## src/dfte_regs.vh

```
// Constants of the drive fault trip encoder: fault codes, state codes, widths and counts.
// Assumes inclusion by bare name from the design files of this block.
`ifndef DFTE_REGS_VH
`define DFTE_REGS_VH

`define DFTE_CODE_W 7
`define DFTE_STATE_W 4
`define DFTE_HIST_DEPTH 6

`define DFTE_CODE_NONE 7'h00
`define DFTE_CODE_E01 7'h01
`define DFTE_CODE_E02 7'h02
`define DFTE_CODE_E03 7'h03
`define DFTE_CODE_E04 7'h04
`define DFTE_CODE_E05 7'h05
`define DFTE_CODE_E06 7'h06
`define DFTE_CODE_E07 7'h07
`define DFTE_CODE_E08 7'h08
`define DFTE_CODE_E09 7'h09
`define DFTE_CODE_E10 7'h0A
`define DFTE_CODE_E11 7'h0B
`define DFTE_CODE_E12 7'h0C

`define DFTE_ST_RESET 4'h0
`define DFTE_ST_STOP 4'h1
`define DFTE_ST_DECEL 4'h2
`define DFTE_ST_STEADY 4'h3
`define DFTE_ST_ACCEL 4'h4
`define DFTE_ST_ZERO_STOP 4'h5
`define DFTE_ST_START 4'h6
`define DFTE_ST_DC_BRAKE 4'h7
`define DFTE_ST_CUR_LIMIT 4'h8
`define DFTE_ST_AUTOTUNE 4'h9

`define DFTE_PIN_COUNT 12
`define DFTE_STARTUP_W 2
`define DFTE_STARTUP_SAMPLE 2'h2
`define DFTE_STARTUP_DONE 2'h3

`endif

```

## src/dfte_fault_history.v

```verilog
// Six-deep fault history: newest entry in slot 0, older entries shift toward the last slot.
// Assumes push_i is a one-cycle pulse from logic on the same clock.
`default_nettype none
`include "dfte_regs.vh"

module dfte_fault_history #(
  parameter DEPTH = `DFTE_HIST_DEPTH,
  parameter CODE_W = `DFTE_CODE_W,
  parameter STATE_W = `DFTE_STATE_W
) (
  input wire mclk_i,
  input wire nrst_i,
  input wire push_i,
  input wire [CODE_W-1:0] code_i,
  input wire [STATE_W-1:0] state_i,
  output wire [DEPTH*CODE_W-1:0] hist_code_o,
  output wire [DEPTH*STATE_W-1:0] hist_state_o,
  output wire [DEPTH-1:0] hist_valid_o
);

  reg [CODE_W-1:0] code_reg [0:DEPTH-1];
  reg [STATE_W-1:0] state_reg [0:DEPTH-1];
  reg [DEPTH-1:0] valid_reg;

  genvar i;
  generate
    for (i = 0; i < DEPTH; i = i + 1) begin : g_slot
      always @(posedge mclk_i or negedge nrst_i) begin
        if (!nrst_i) begin
          code_reg[i] <= {CODE_W{1'b0}};
          state_reg[i] <= {STATE_W{1'b0}};
          valid_reg[i] <= 1'b0;
        end else if (push_i) begin
          if (i == 0) begin
            code_reg[i] <= code_i;
            state_reg[i] <= state_i;
            valid_reg[i] <= 1'b1;
          end else begin
            code_reg[i] <= code_reg[(i == 0) ? 0 : i-1];
            state_reg[i] <= state_reg[(i == 0) ? 0 : i-1];
            valid_reg[i] <= valid_reg[(i == 0) ? 0 : i-1];
          end
        end
      end
      assign hist_code_o[i*CODE_W +: CODE_W] = code_reg[i];
      assign hist_state_o[i*STATE_W +: STATE_W] = state_reg[i];
    end
  endgenerate

  assign hist_valid_o = valid_reg;

endmodule // dfte_fault_history

`default_nettype wire

```

## src/dfte_trip_encoder.v

```verilog
// Fault trip and message encoder of a motor drive: collects fault inputs, trips the output stage,
// latches one fault code with the drive state and keeps a short fault history.
// Assumes fault, key and reset inputs come from pins; drive_state_i comes from logic on mclk_i.
//
// Overview of operation
// - Overcurrent, overvoltage or undervoltage disables the power output at once.
// - Trip and disabled output hold until off key or fault reset input.
// - Faults that carry state also report the single-digit drive state code.
// - State codes: 0 reset up to 9 autotuning, as the state encoding lists.
// - Overcurrent code by state: E01 steady, E02 decel, E03 accel, E04 standstill.
// - Motor overload protection trips the output and reports E05.
// - Braking transistor duty too high turns it off and reports E06.
// - Regenerative overvoltage trips the output and reports E07.
// - Memory failure reports E08, also at power-up after power loss under reset.
// - DC voltage too low trips the output and reports E09.
// - Current transformer failure disconnects the output and reports E10.
// - Processor malfunction trips the output and reports E11.
// - Asserted external fault input trips the output and reports E12.
// - Six newest faults kept; new fault enters newest slot, older ones shift.
`default_nettype none
`include "dfte_regs.vh"

module dfte_trip_encoder #(
  parameter DEPTH = `DFTE_HIST_DEPTH
) (
  input wire mclk_i,
  input wire nrst_i,
  input wire overcurrent_i,
  input wire motor_overload_i,
  input wire brake_duty_high_i,
  input wire regen_overvoltage_i,
  input wire memory_fail_i,
  input wire undervoltage_i,
  input wire ct_fail_i,
  input wire cpu_fail_i,
  input wire external_fault_input_i,
  input wire off_key_i,
  input wire fault_reset_i,
  input wire reset_at_powerdown_i,
  input wire [`DFTE_STATE_W-1:0] drive_state_i,
  output wire power_enable_o,
  output wire brake_enable_o,
  output wire trip_o,
  output wire [`DFTE_CODE_W-1:0] fault_code_o,
  output wire [`DFTE_STATE_W-1:0] fault_state_o,
  output wire state_valid_o,
  output wire new_fault_o,
  output wire fault_reset_active_o,
  output wire [DEPTH*`DFTE_CODE_W-1:0] hist_code_o,
  output wire [DEPTH*`DFTE_STATE_W-1:0] hist_state_o,
  output wire [DEPTH-1:0] hist_valid_o
);

  localparam [2:0] ST_INIT = 3'b001;
  localparam [2:0] ST_ARMED = 3'b010;
  localparam [2:0] ST_TRIP = 3'b100;

  localparam integer P_OC = 0;
  localparam integer P_OVL = 1;
  localparam integer P_BRK = 2;
  localparam integer P_REGEN = 3;
  localparam integer P_MEM = 4;
  localparam integer P_UV = 5;
  localparam integer P_CT = 6;
  localparam integer P_CPU = 7;
  localparam integer P_EXT = 8;
  localparam integer P_OFF = 9;
  localparam integer P_RST = 10;
  localparam integer P_PWRDN = 11;

  // Overcurrent code follows the drive state; every state that is not ramping or steady counts as standstill.
  function [`DFTE_CODE_W-1:0] oc_code;
    input [`DFTE_STATE_W-1:0] st;
    begin
      case (st)
        `DFTE_ST_STEADY: oc_code = `DFTE_CODE_E01;
        `DFTE_ST_DECEL: oc_code = `DFTE_CODE_E02;
        `DFTE_ST_ACCEL: oc_code = `DFTE_CODE_E03;
        default: oc_code = `DFTE_CODE_E04;
      endcase
    end
  endfunction

  // Memory and processor failures leave the recorded state untrustworthy, so they carry none.
  function has_state;
    input [`DFTE_CODE_W-1:0] code;
    begin
      case (code)
        `DFTE_CODE_E08: has_state = 1'b0;
        `DFTE_CODE_E11: has_state = 1'b0;
        `DFTE_CODE_NONE: has_state = 1'b0;
        default: has_state = 1'b1;
      endcase
    end
  endfunction

  wire [`DFTE_PIN_COUNT-1:0] pins;
  reg [`DFTE_PIN_COUNT-1:0] sync1_reg;
  reg [`DFTE_PIN_COUNT-1:0] sync2_reg;
  reg off_prev_reg;
  reg [`DFTE_STARTUP_W-1:0] startup_reg;
  reg pwrup_mem_reg;
  reg pwrup_mem_next;
  reg [2:0] state_reg;
  reg [2:0] state_next;
  reg power_enable_reg;
  reg power_enable_next;
  reg brake_enable_reg;
  reg brake_enable_next;
  reg [`DFTE_CODE_W-1:0] fault_code_reg;
  reg [`DFTE_CODE_W-1:0] fault_code_next;
  reg [`DFTE_STATE_W-1:0] fault_state_reg;
  reg [`DFTE_STATE_W-1:0] fault_state_next;
  reg state_valid_reg;
  reg state_valid_next;
  reg new_fault_reg;
  reg new_fault_next;
  reg reset_active_reg;
  reg [`DFTE_CODE_W-1:0] cand_code;
  wire any_fault;
  wire ack;
  wire off_press;
  wire mem_fault;

  assign pins = {reset_at_powerdown_i, fault_reset_i, off_key_i, external_fault_input_i, cpu_fail_i,
                 ct_fail_i, undervoltage_i, memory_fail_i, regen_overvoltage_i, brake_duty_high_i,
                 motor_overload_i, overcurrent_i};

  // Every pin passes two flip-flops; only the second stage feeds logic.
  genvar g;
  generate
    for (g = 0; g < `DFTE_PIN_COUNT; g = g + 1) begin : g_sync
      always @(posedge mclk_i or negedge nrst_i) begin
        if (!nrst_i) begin
          sync1_reg[g] <= 1'b0;
          sync2_reg[g] <= 1'b0;
        end else begin
          sync1_reg[g] <= pins[g];
          sync2_reg[g] <= sync1_reg[g];
        end
      end
    end
  endgenerate

  always @(posedge mclk_i or negedge nrst_i) begin
    if (!nrst_i) begin
      off_prev_reg <= 1'b0;
      reset_active_reg <= 1'b0;
    end else begin
      off_prev_reg <= sync2_reg[P_OFF];
      reset_active_reg <= sync2_reg[P_RST];
    end
  end

  assign off_press = sync2_reg[P_OFF] & ~off_prev_reg;
  assign ack = off_press | sync2_reg[P_RST];

  // The power-down flag is caught after release, once it has passed the synchroniser.
  always @(posedge mclk_i or negedge nrst_i) begin
    if (!nrst_i) begin
      startup_reg <= {`DFTE_STARTUP_W{1'b0}};
      pwrup_mem_reg <= 1'b0;
    end else begin
      if (startup_reg != `DFTE_STARTUP_DONE) begin
        startup_reg <= startup_reg + {{(`DFTE_STARTUP_W-1){1'b0}}, 1'b1};
      end
      pwrup_mem_reg <= pwrup_mem_next;
    end
  end

  always @* begin
    pwrup_mem_next = pwrup_mem_reg;
    if (startup_reg == `DFTE_STARTUP_SAMPLE) begin
      pwrup_mem_next = sync2_reg[P_PWRDN];
    end else if (state_reg == ST_TRIP && fault_code_reg == `DFTE_CODE_E08) begin
      pwrup_mem_next = 1'b0;
    end
  end

  assign mem_fault = sync2_reg[P_MEM] | pwrup_mem_reg;

  assign any_fault = sync2_reg[P_OC] | sync2_reg[P_OVL] | sync2_reg[P_BRK] | sync2_reg[P_REGEN] |
                     mem_fault | sync2_reg[P_UV] | sync2_reg[P_CT] | sync2_reg[P_CPU] |
                     sync2_reg[P_EXT];

  // Lowest code wins when several faults arrive together.
  always @* begin
    cand_code = `DFTE_CODE_NONE;
    if (sync2_reg[P_OC]) begin
      cand_code = oc_code(drive_state_i);
    end else if (sync2_reg[P_OVL]) begin
      cand_code = `DFTE_CODE_E05;
    end else if (sync2_reg[P_BRK]) begin
      cand_code = `DFTE_CODE_E06;
    end else if (sync2_reg[P_REGEN]) begin
      cand_code = `DFTE_CODE_E07;
    end else if (mem_fault) begin
      cand_code = `DFTE_CODE_E08;
    end else if (sync2_reg[P_UV]) begin
      cand_code = `DFTE_CODE_E09;
    end else if (sync2_reg[P_CT]) begin
      cand_code = `DFTE_CODE_E10;
    end else if (sync2_reg[P_CPU]) begin
      cand_code = `DFTE_CODE_E11;
    end else if (sync2_reg[P_EXT]) begin
      cand_code = `DFTE_CODE_E12;
    end
  end

  always @* begin
    state_next = state_reg;
    power_enable_next = 1'b0;
    brake_enable_next = 1'b0;
    fault_code_next = fault_code_reg;
    fault_state_next = fault_state_reg;
    state_valid_next = state_valid_reg;
    new_fault_next = 1'b0;
    case (state_reg)
      ST_INIT: begin
        if (startup_reg == `DFTE_STARTUP_DONE) begin
          state_next = ST_ARMED;
        end
      end
      ST_ARMED: begin
        if (any_fault) begin
          state_next = ST_TRIP;
          fault_code_next = cand_code;
          fault_state_next = drive_state_i;
          state_valid_next = has_state(cand_code);
          new_fault_next = 1'b1;
        end else begin
          // A held fault reset keeps the drive in standby without tripping it.
          power_enable_next = ~sync2_reg[P_RST];
          brake_enable_next = ~sync2_reg[P_RST];
        end
      end
      ST_TRIP: begin
        // Output and braking transistor stay off for the whole trip.
        if (ack && any_fault) begin
          // A fault present during the acknowledge is a new trip, not lost.
          fault_code_next = cand_code;
          fault_state_next = drive_state_i;
          state_valid_next = has_state(cand_code);
          new_fault_next = 1'b1;
        end else if (ack) begin
          state_next = ST_ARMED;
          fault_code_next = `DFTE_CODE_NONE;
          fault_state_next = `DFTE_ST_RESET;
          state_valid_next = 1'b0;
        end
        // Without an acknowledge later faults are ignored here.
      end
      default: begin
        state_next = ST_INIT;
      end
    endcase
  end

  always @(posedge mclk_i or negedge nrst_i) begin
    if (!nrst_i) begin
      state_reg <= ST_INIT;
      power_enable_reg <= 1'b0;
      brake_enable_reg <= 1'b0;
      fault_code_reg <= `DFTE_CODE_NONE;
      fault_state_reg <= `DFTE_ST_RESET;
      state_valid_reg <= 1'b0;
      new_fault_reg <= 1'b0;
    end else begin
      state_reg <= state_next;
      power_enable_reg <= power_enable_next;
      brake_enable_reg <= brake_enable_next;
      fault_code_reg <= fault_code_next;
      fault_state_reg <= fault_state_next;
      state_valid_reg <= state_valid_next;
      new_fault_reg <= new_fault_next;
    end
  end

  dfte_fault_history #(
    .DEPTH(DEPTH),
    .CODE_W(`DFTE_CODE_W),
    .STATE_W(`DFTE_STATE_W)
  ) u_history (
    .mclk_i(mclk_i),
    .nrst_i(nrst_i),
    .push_i(new_fault_reg),
    .code_i(fault_code_reg),
    .state_i(fault_state_reg),
    .hist_code_o(hist_code_o),
    .hist_state_o(hist_state_o),
    .hist_valid_o(hist_valid_o)
  );

  assign power_enable_o = power_enable_reg;
  assign brake_enable_o = brake_enable_reg;
  assign trip_o = state_reg[2];
  assign fault_code_o = fault_code_reg;
  assign fault_state_o = fault_state_reg;
  assign state_valid_o = state_valid_reg;
  assign new_fault_o = new_fault_reg;
  assign fault_reset_active_o = reset_active_reg;

endmodule // dfte_trip_encoder

`default_nettype wire

```

## config.mk

```make
export PLATFORM = sky130hd
export DESIGN_NAME = dfte_trip_encoder
export DESIGN_NICKNAME = d
export VERILOG_FILES = /design/src/dfte_fault_history.v /design/src/dfte_trip_encoder.v
export VERILOG_INCLUDE_DIRS = /design/src
export SDC_FILE = /design/constraint.sdc
export NUM_CORES = 1
export LEC_CHECK = 0
export BUFFER_PORTS_ARGS = -buffer_cell sky130_fd_sc_hd__buf_4
export CAP_MARGIN = 15
export CORE_MARGIN = 5
export CORE_UTILIZATION = 55
export CTS_CLUSTER_DIAMETER = 150
export CTS_CLUSTER_SIZE = 24
export DETAILED_ROUTE_END_ITERATION = 6
export HOLD_SLACK_MARGIN = 0.05
export MAX_ROUTING_LAYER = met4
export PLACE_DENSITY_LB_ADDON = 0.08
export SLEW_MARGIN = 20
export SYNTH_ARGS = -nofsm -noshare
export SYNTH_HDL_FRONTEND = slang
export SYNTH_SLANG_ARGS = --single-unit
export TNS_END_PERCENT = 1
```

## constraint.sdc

```tcl
create_clock -name mclk_i -period 2.8 [get_ports mclk_i]
set_input_delay 0.56 -clock mclk_i [delete_from_list [all_inputs] [get_ports mclk_i]]
set_output_delay 0.56 -clock mclk_i [all_outputs]
set_load 0.1 [all_outputs]
```

## Word-level counts from Yosys, hierarchy flattened

Index checks and enable logic that the tools add are counted.
W data, S select, Z words.

| cells by class | value |
|---|---|
| add/subtract/negate cells | 1 |
| equality and inequality tests | 17 |
| muxes and demuxes | 35 |
| bitwise gates (word level) | 13 |
| reductions and logical operators | 8 |

Operator list:

| operator | count |
|---|---|
| $mux W4 | 11 |
| $mux W7 | 4 |
| $eq A7 B4 Y1 const B | 3 |
| $pmux W3 S3 | 2 |
| $pmux W7 S2 | 1 |
| $mux W3 | 4 |
| $mux W1 | 10 |
| $ne A2 B2 Y1 const B | 5 |
| $or A1 B1 Y1 | 10 |
| $eq A4 B2 Y1 const B | 2 |
| $pmux W4 S2 | 1 |
| $logic_not A7 Y1 | 1 |
| $eq A2 B2 Y1 const B | 2 |
| $eq A4 B3 Y1 const B | 1 |
| $pmux W1 S2 | 2 |
| $reduce_and A4 Y1 | 1 |
| $reduce_bool A2 Y1 | 2 |
| $eq A3 B1 Y1 const B | 1 |
| $eq A3 B2 Y1 const B | 1 |
| $eq A3 B3 Y1 const B | 1 |
| $ne A3 B2 Y1 const B | 1 |
| $reduce_and A3 Y1 | 1 |
| $reduce_or A3 Y1 | 1 |
| $add A2 B1 Y2 const B | 1 |
| other kinds (3) | 5 |

| word-level totals | value |
|---|---|
| register bits after elaboration | 118 |
| input port bits | 18 |
| output and inout bits | 89 |
| logic and storage cells | 126 |

## Depth between registers and ports, before layout

| logic depth | value |
|---|---|
| depth in word-level cells | 14 |
| gate-level depth with buffers | 5 |
| depth with buffers taken out | 5 |

## Modules after synthesis

Synthesis repeated with hierarchy kept, for this count alone.

| unflattened totals | value |
|---|---|
| cell total of the unflattened synthesis | 272 |
| area total of the unflattened synthesis | 4618.2 um^2 |

Modules (own cells, without submodules):

| module | times used | cells an instance | area an instance (um^2) | sequential area each (um^2) |
|---|---|---|---|---|
| dfte_fault_history | 1 | 152 | 3017.9 | 1801.7 |
| dfte_trip_encoder | 1 | 120 | 1600.3 | 1077.3 |

## Worst setup path after synthesis

Ideal clock, no wire load.

| timing | value |
|---|---|
| kind | reg-to-reg |
| start | register state_reg[2] |
| end | register state_valid_reg (netlist: state_valid_o) |
| library setup time | 0.126 ns |
| data arrival time | 2.167 ns |
| required time | 2.674 ns |
| setup slack | 0.507 ns |
| cell stages (with the launch flop) | 6 |
| path buffers | 0 |
| period minus slack after synthesis | 2.293 ns |
| cells stage by stage | dfrtp_1 -> nand2b_1 -> o21bai_4 -> a21o_1 -> a21o_2 -> a221o_1 |

| on the way | value |
|---|---|
| word-level cells in the longest chain between the ends | 3 |
| elaborated cells between the ends (all ways) | 7 |
| classes of those cells | eq/ne: 4; mux: 1; reduce/logical: 2 |

Ends and longest elaborated chain:

| what | line | text |
|---|---|---|
| start: declaration | dfte_trip_encoder.v:104 | `reg [2:0] state_reg;` |
| start signal: assignment | dfte_trip_encoder.v:269 | `state_reg <= state_next;` |
| $eq A3 B3 Y1 or $eq A3 B2 Y1 (tied branches) | dfte_trip_encoder.v:218 | `case (state_reg)` |
| $ne A3 B2 Y1 (no source line) (tied with other cells) | - |  |
| $reduce_and A3 Y1 (no source line) | - |  |
| end signal: assignment | dfte_trip_encoder.v:274 | `state_valid_reg <= state_valid_next;` |
| end: declaration | dfte_trip_encoder.v:114 | `reg state_valid_reg;` |

Several ways; a longest one is shown, not always the timed one.
A chain may end at the register's enable or synchronous reset.

## Worst setup path after layout

| timing | value |
|---|---|
| start | register new_fault_reg (netlist: new_fault_o) |
| end | output new_fault_o |

RTL lines:

| what | line | text |
|---|---|---|
| start: declaration | dfte_trip_encoder.v:116 | `reg new_fault_reg;` |
| start signal: assignment | dfte_trip_encoder.v:275 | `new_fault_reg <= new_fault_next;` |
| end: declaration | dfte_trip_encoder.v:47 | `output wire new_fault_o,` |

No word-level cell between the ends.

==> metrics.cfg <==
[floorplanning]
die_area_um2=8580
core_area_um2=6720
die_h_um=92.7
start_util=0.559
ios=107
rows=30
die_w_um=92.7

[clock_tree]
cts.sinks=97
clock_latency_ns=0.34
cts_max_path_buffers=2
cts_made_buffers=9
post-cts-setup-buffers=0
htreeDepth=3
cts_hold_buf=0
clk_pin_slew_ns=0.09
ctsResizeCount=0
cts_tree=yes
root_buffer=clkbuf_8

[sta]
min_period_ns=2.02
setup_tns_ns=0
slew_headroom=0.624
tightest_slew_ns=0.563
rsz0062_at_grt=no
finClkSkew_ns=0.0123
min_period_over_period=0.722
hold_viol=0
whs_ns=0.195
setup_violations=0
timing.fmax_mhz=495
drv_slew=0

[critical_path]
slowest_delay_ns=0.72
critical_path_required_ns=2.24
arrival_ns=1.46
crit_family=flip-flops
path_class=reg -> out
critical_path.startpoint_type=flop
ff2ff_path_depth=5
worst-r2r-setup-slack_ns=1.05
path_buf_inv=1
slowest_stage=dfrtp_2
rr_startpoint=sync2_reg[3]
crit_fanout=26
path_cells=buf_4
r2r-end=state_valid_o
endpoint_kind=output pin

[yosys]
synth_area_um2=3760
synth_common_cells=dfrtp_1, mux2_2, buf_4
synth_xor_area_frac=0.00466
ys_ff_latch=97
synth_top_cell_area_share=0.639
synth-main-ff-cell=dfrtp_1
muxShareOfSynthArea=0.159
postSynthCellCount=253
yosys_warnings=0
yosysTopAreaCell=dfrtp_1
synthAdderAreaFrac=0.00666
synthMostInstantiatedCell=dfrtp_1
async_flop_share=1.00
synthTopCellsByArea=dfrtp_1, mux2_2, buf_4
synth_top_family_by_area=multiplexers
ys_types=47
synth_compound_area_frac=0.0689
ys_seq_area_frac=0.646
syn_avg_cell_area_um2=14.9
synth_simple_gate_area_frac=0.0583
synth-edff-count=0

[global_routing]
grt_pass1_vias=2171
grt_antenna_before_repair=0
track_usage=0.155
grtUsageMet3=0.0317
grt_max_degree=53
grt_first_pass_wirelength_mm=10.2
use_met2=0.262
overflow=0
top_usage_layer=met2
use_met1=0.182

[final_layout]
stdcell_area_um2=4600
drive_gt1_frac=0.493
final_util=0.684
area_growth_syn_to_layout_pct=22.3
nNetsFinal=362
antenna_cells=0
num-fill-cells=520

[place]
gp_congestion=0.766
dpl_cell_area_um2=4410
numPortBuffers=85
hpwl_mm=4.53

[route]
wl_per_cell_um=14.7
wl_mm=6.28
first_iter_violations=95
antenna_left=0
viasPerCell=4.98
drcViolationCount=0
via_count=2125
firstDrtPassIters=5

[run_status]
status=finished clean

[run]
maxCapViolations=0

[hold_path]
hp-class=in -> async

-- placed cells by master, fill, tap and decap left out, types with 2 or more instances in the layout --
cell type	Yosys	routed
nand2_1	4	4
nor2_1	9	9
a21oi_1	4	4
inv_1	4	4
nand3_1	2	2
dfrtp_1	96	95
conb_1	1	21
nand2b_1	2	2
a22o_2	5	5
clkbuf_1	2	2
clkinv_2	0	3
mux2_2	53	53
buf_4	22	86
ha_1	2	2
o21ai_0	5	5
clkbuf_8	0	10
nor2b_1	2	2
xnor2_1	2	2
a21o_1	5	5
-- layer usage --
metal  part of all wire  up-vias  routed length, µm
met5                  0        -                  0
met3              0.059        8                373
li1                   -     1015                  -
met4              0.014        0                 91
met2               0.50       68               3170
met1               0.42     1034               2640
-- through the flow --
stage          setup WS (ns)  std cells
6_report               0.779        427
5_1_grt                0.717        427
4_1_cts                0.752        427
3_5_place_dp           0.988        411
3_3_place_gp            1.02        411
2_1_floorplan          0.507        273
-- cell type report --
cell class / instances / area (µm²) / area share
Inverter: 4 / 15.0 / 0.00327
Timing Repair Buffer: 87 / 666 / 0.145
Clock inverter: 4 / 45.0 / 0.00980
Multi-Input combinational cell: 143 / 1200 / 0.260
Tap cell: 80 / 100 / 0.0218
Sequential cell: 97 / 2430 / 0.529
Clock buffer: 12 / 145 / 0.0316
-- worst max path at each step --
stage / from / end / slack [ns] / cells past startpoint
2_1_floorplan: state_reg[2] / state_valid_o / 0.51 / 5
3_3_place_gp: drive_state_i[2] / state_valid_o / 1.02 / 6
3_5_place_dp: drive_state_i[2] / state_valid_o / 0.99 / 6
4_1_cts: new_fault_o / new_fault_o / 0.75 / 1
5_1_grt: new_fault_o / new_fault_o / 0.72 / 1
6_report: new_fault_o / new_fault_o / 0.78 / 1
-- cell families after synthesis --
kind of cell             after synthesis
XOR/XNOR                               2
AO/OA/AOI/OAI                         32
AND/OR/NAND/NOR                       33
other                                  1
multiplexers                          53
flip-flops                            97
buffers and inverters                 33
adder cells (fa/ha/maj)                2
Power is left out: the tool's default activity adds up to more than one toggle a clock period on the data nets, which glitch-free logic cannot reach.
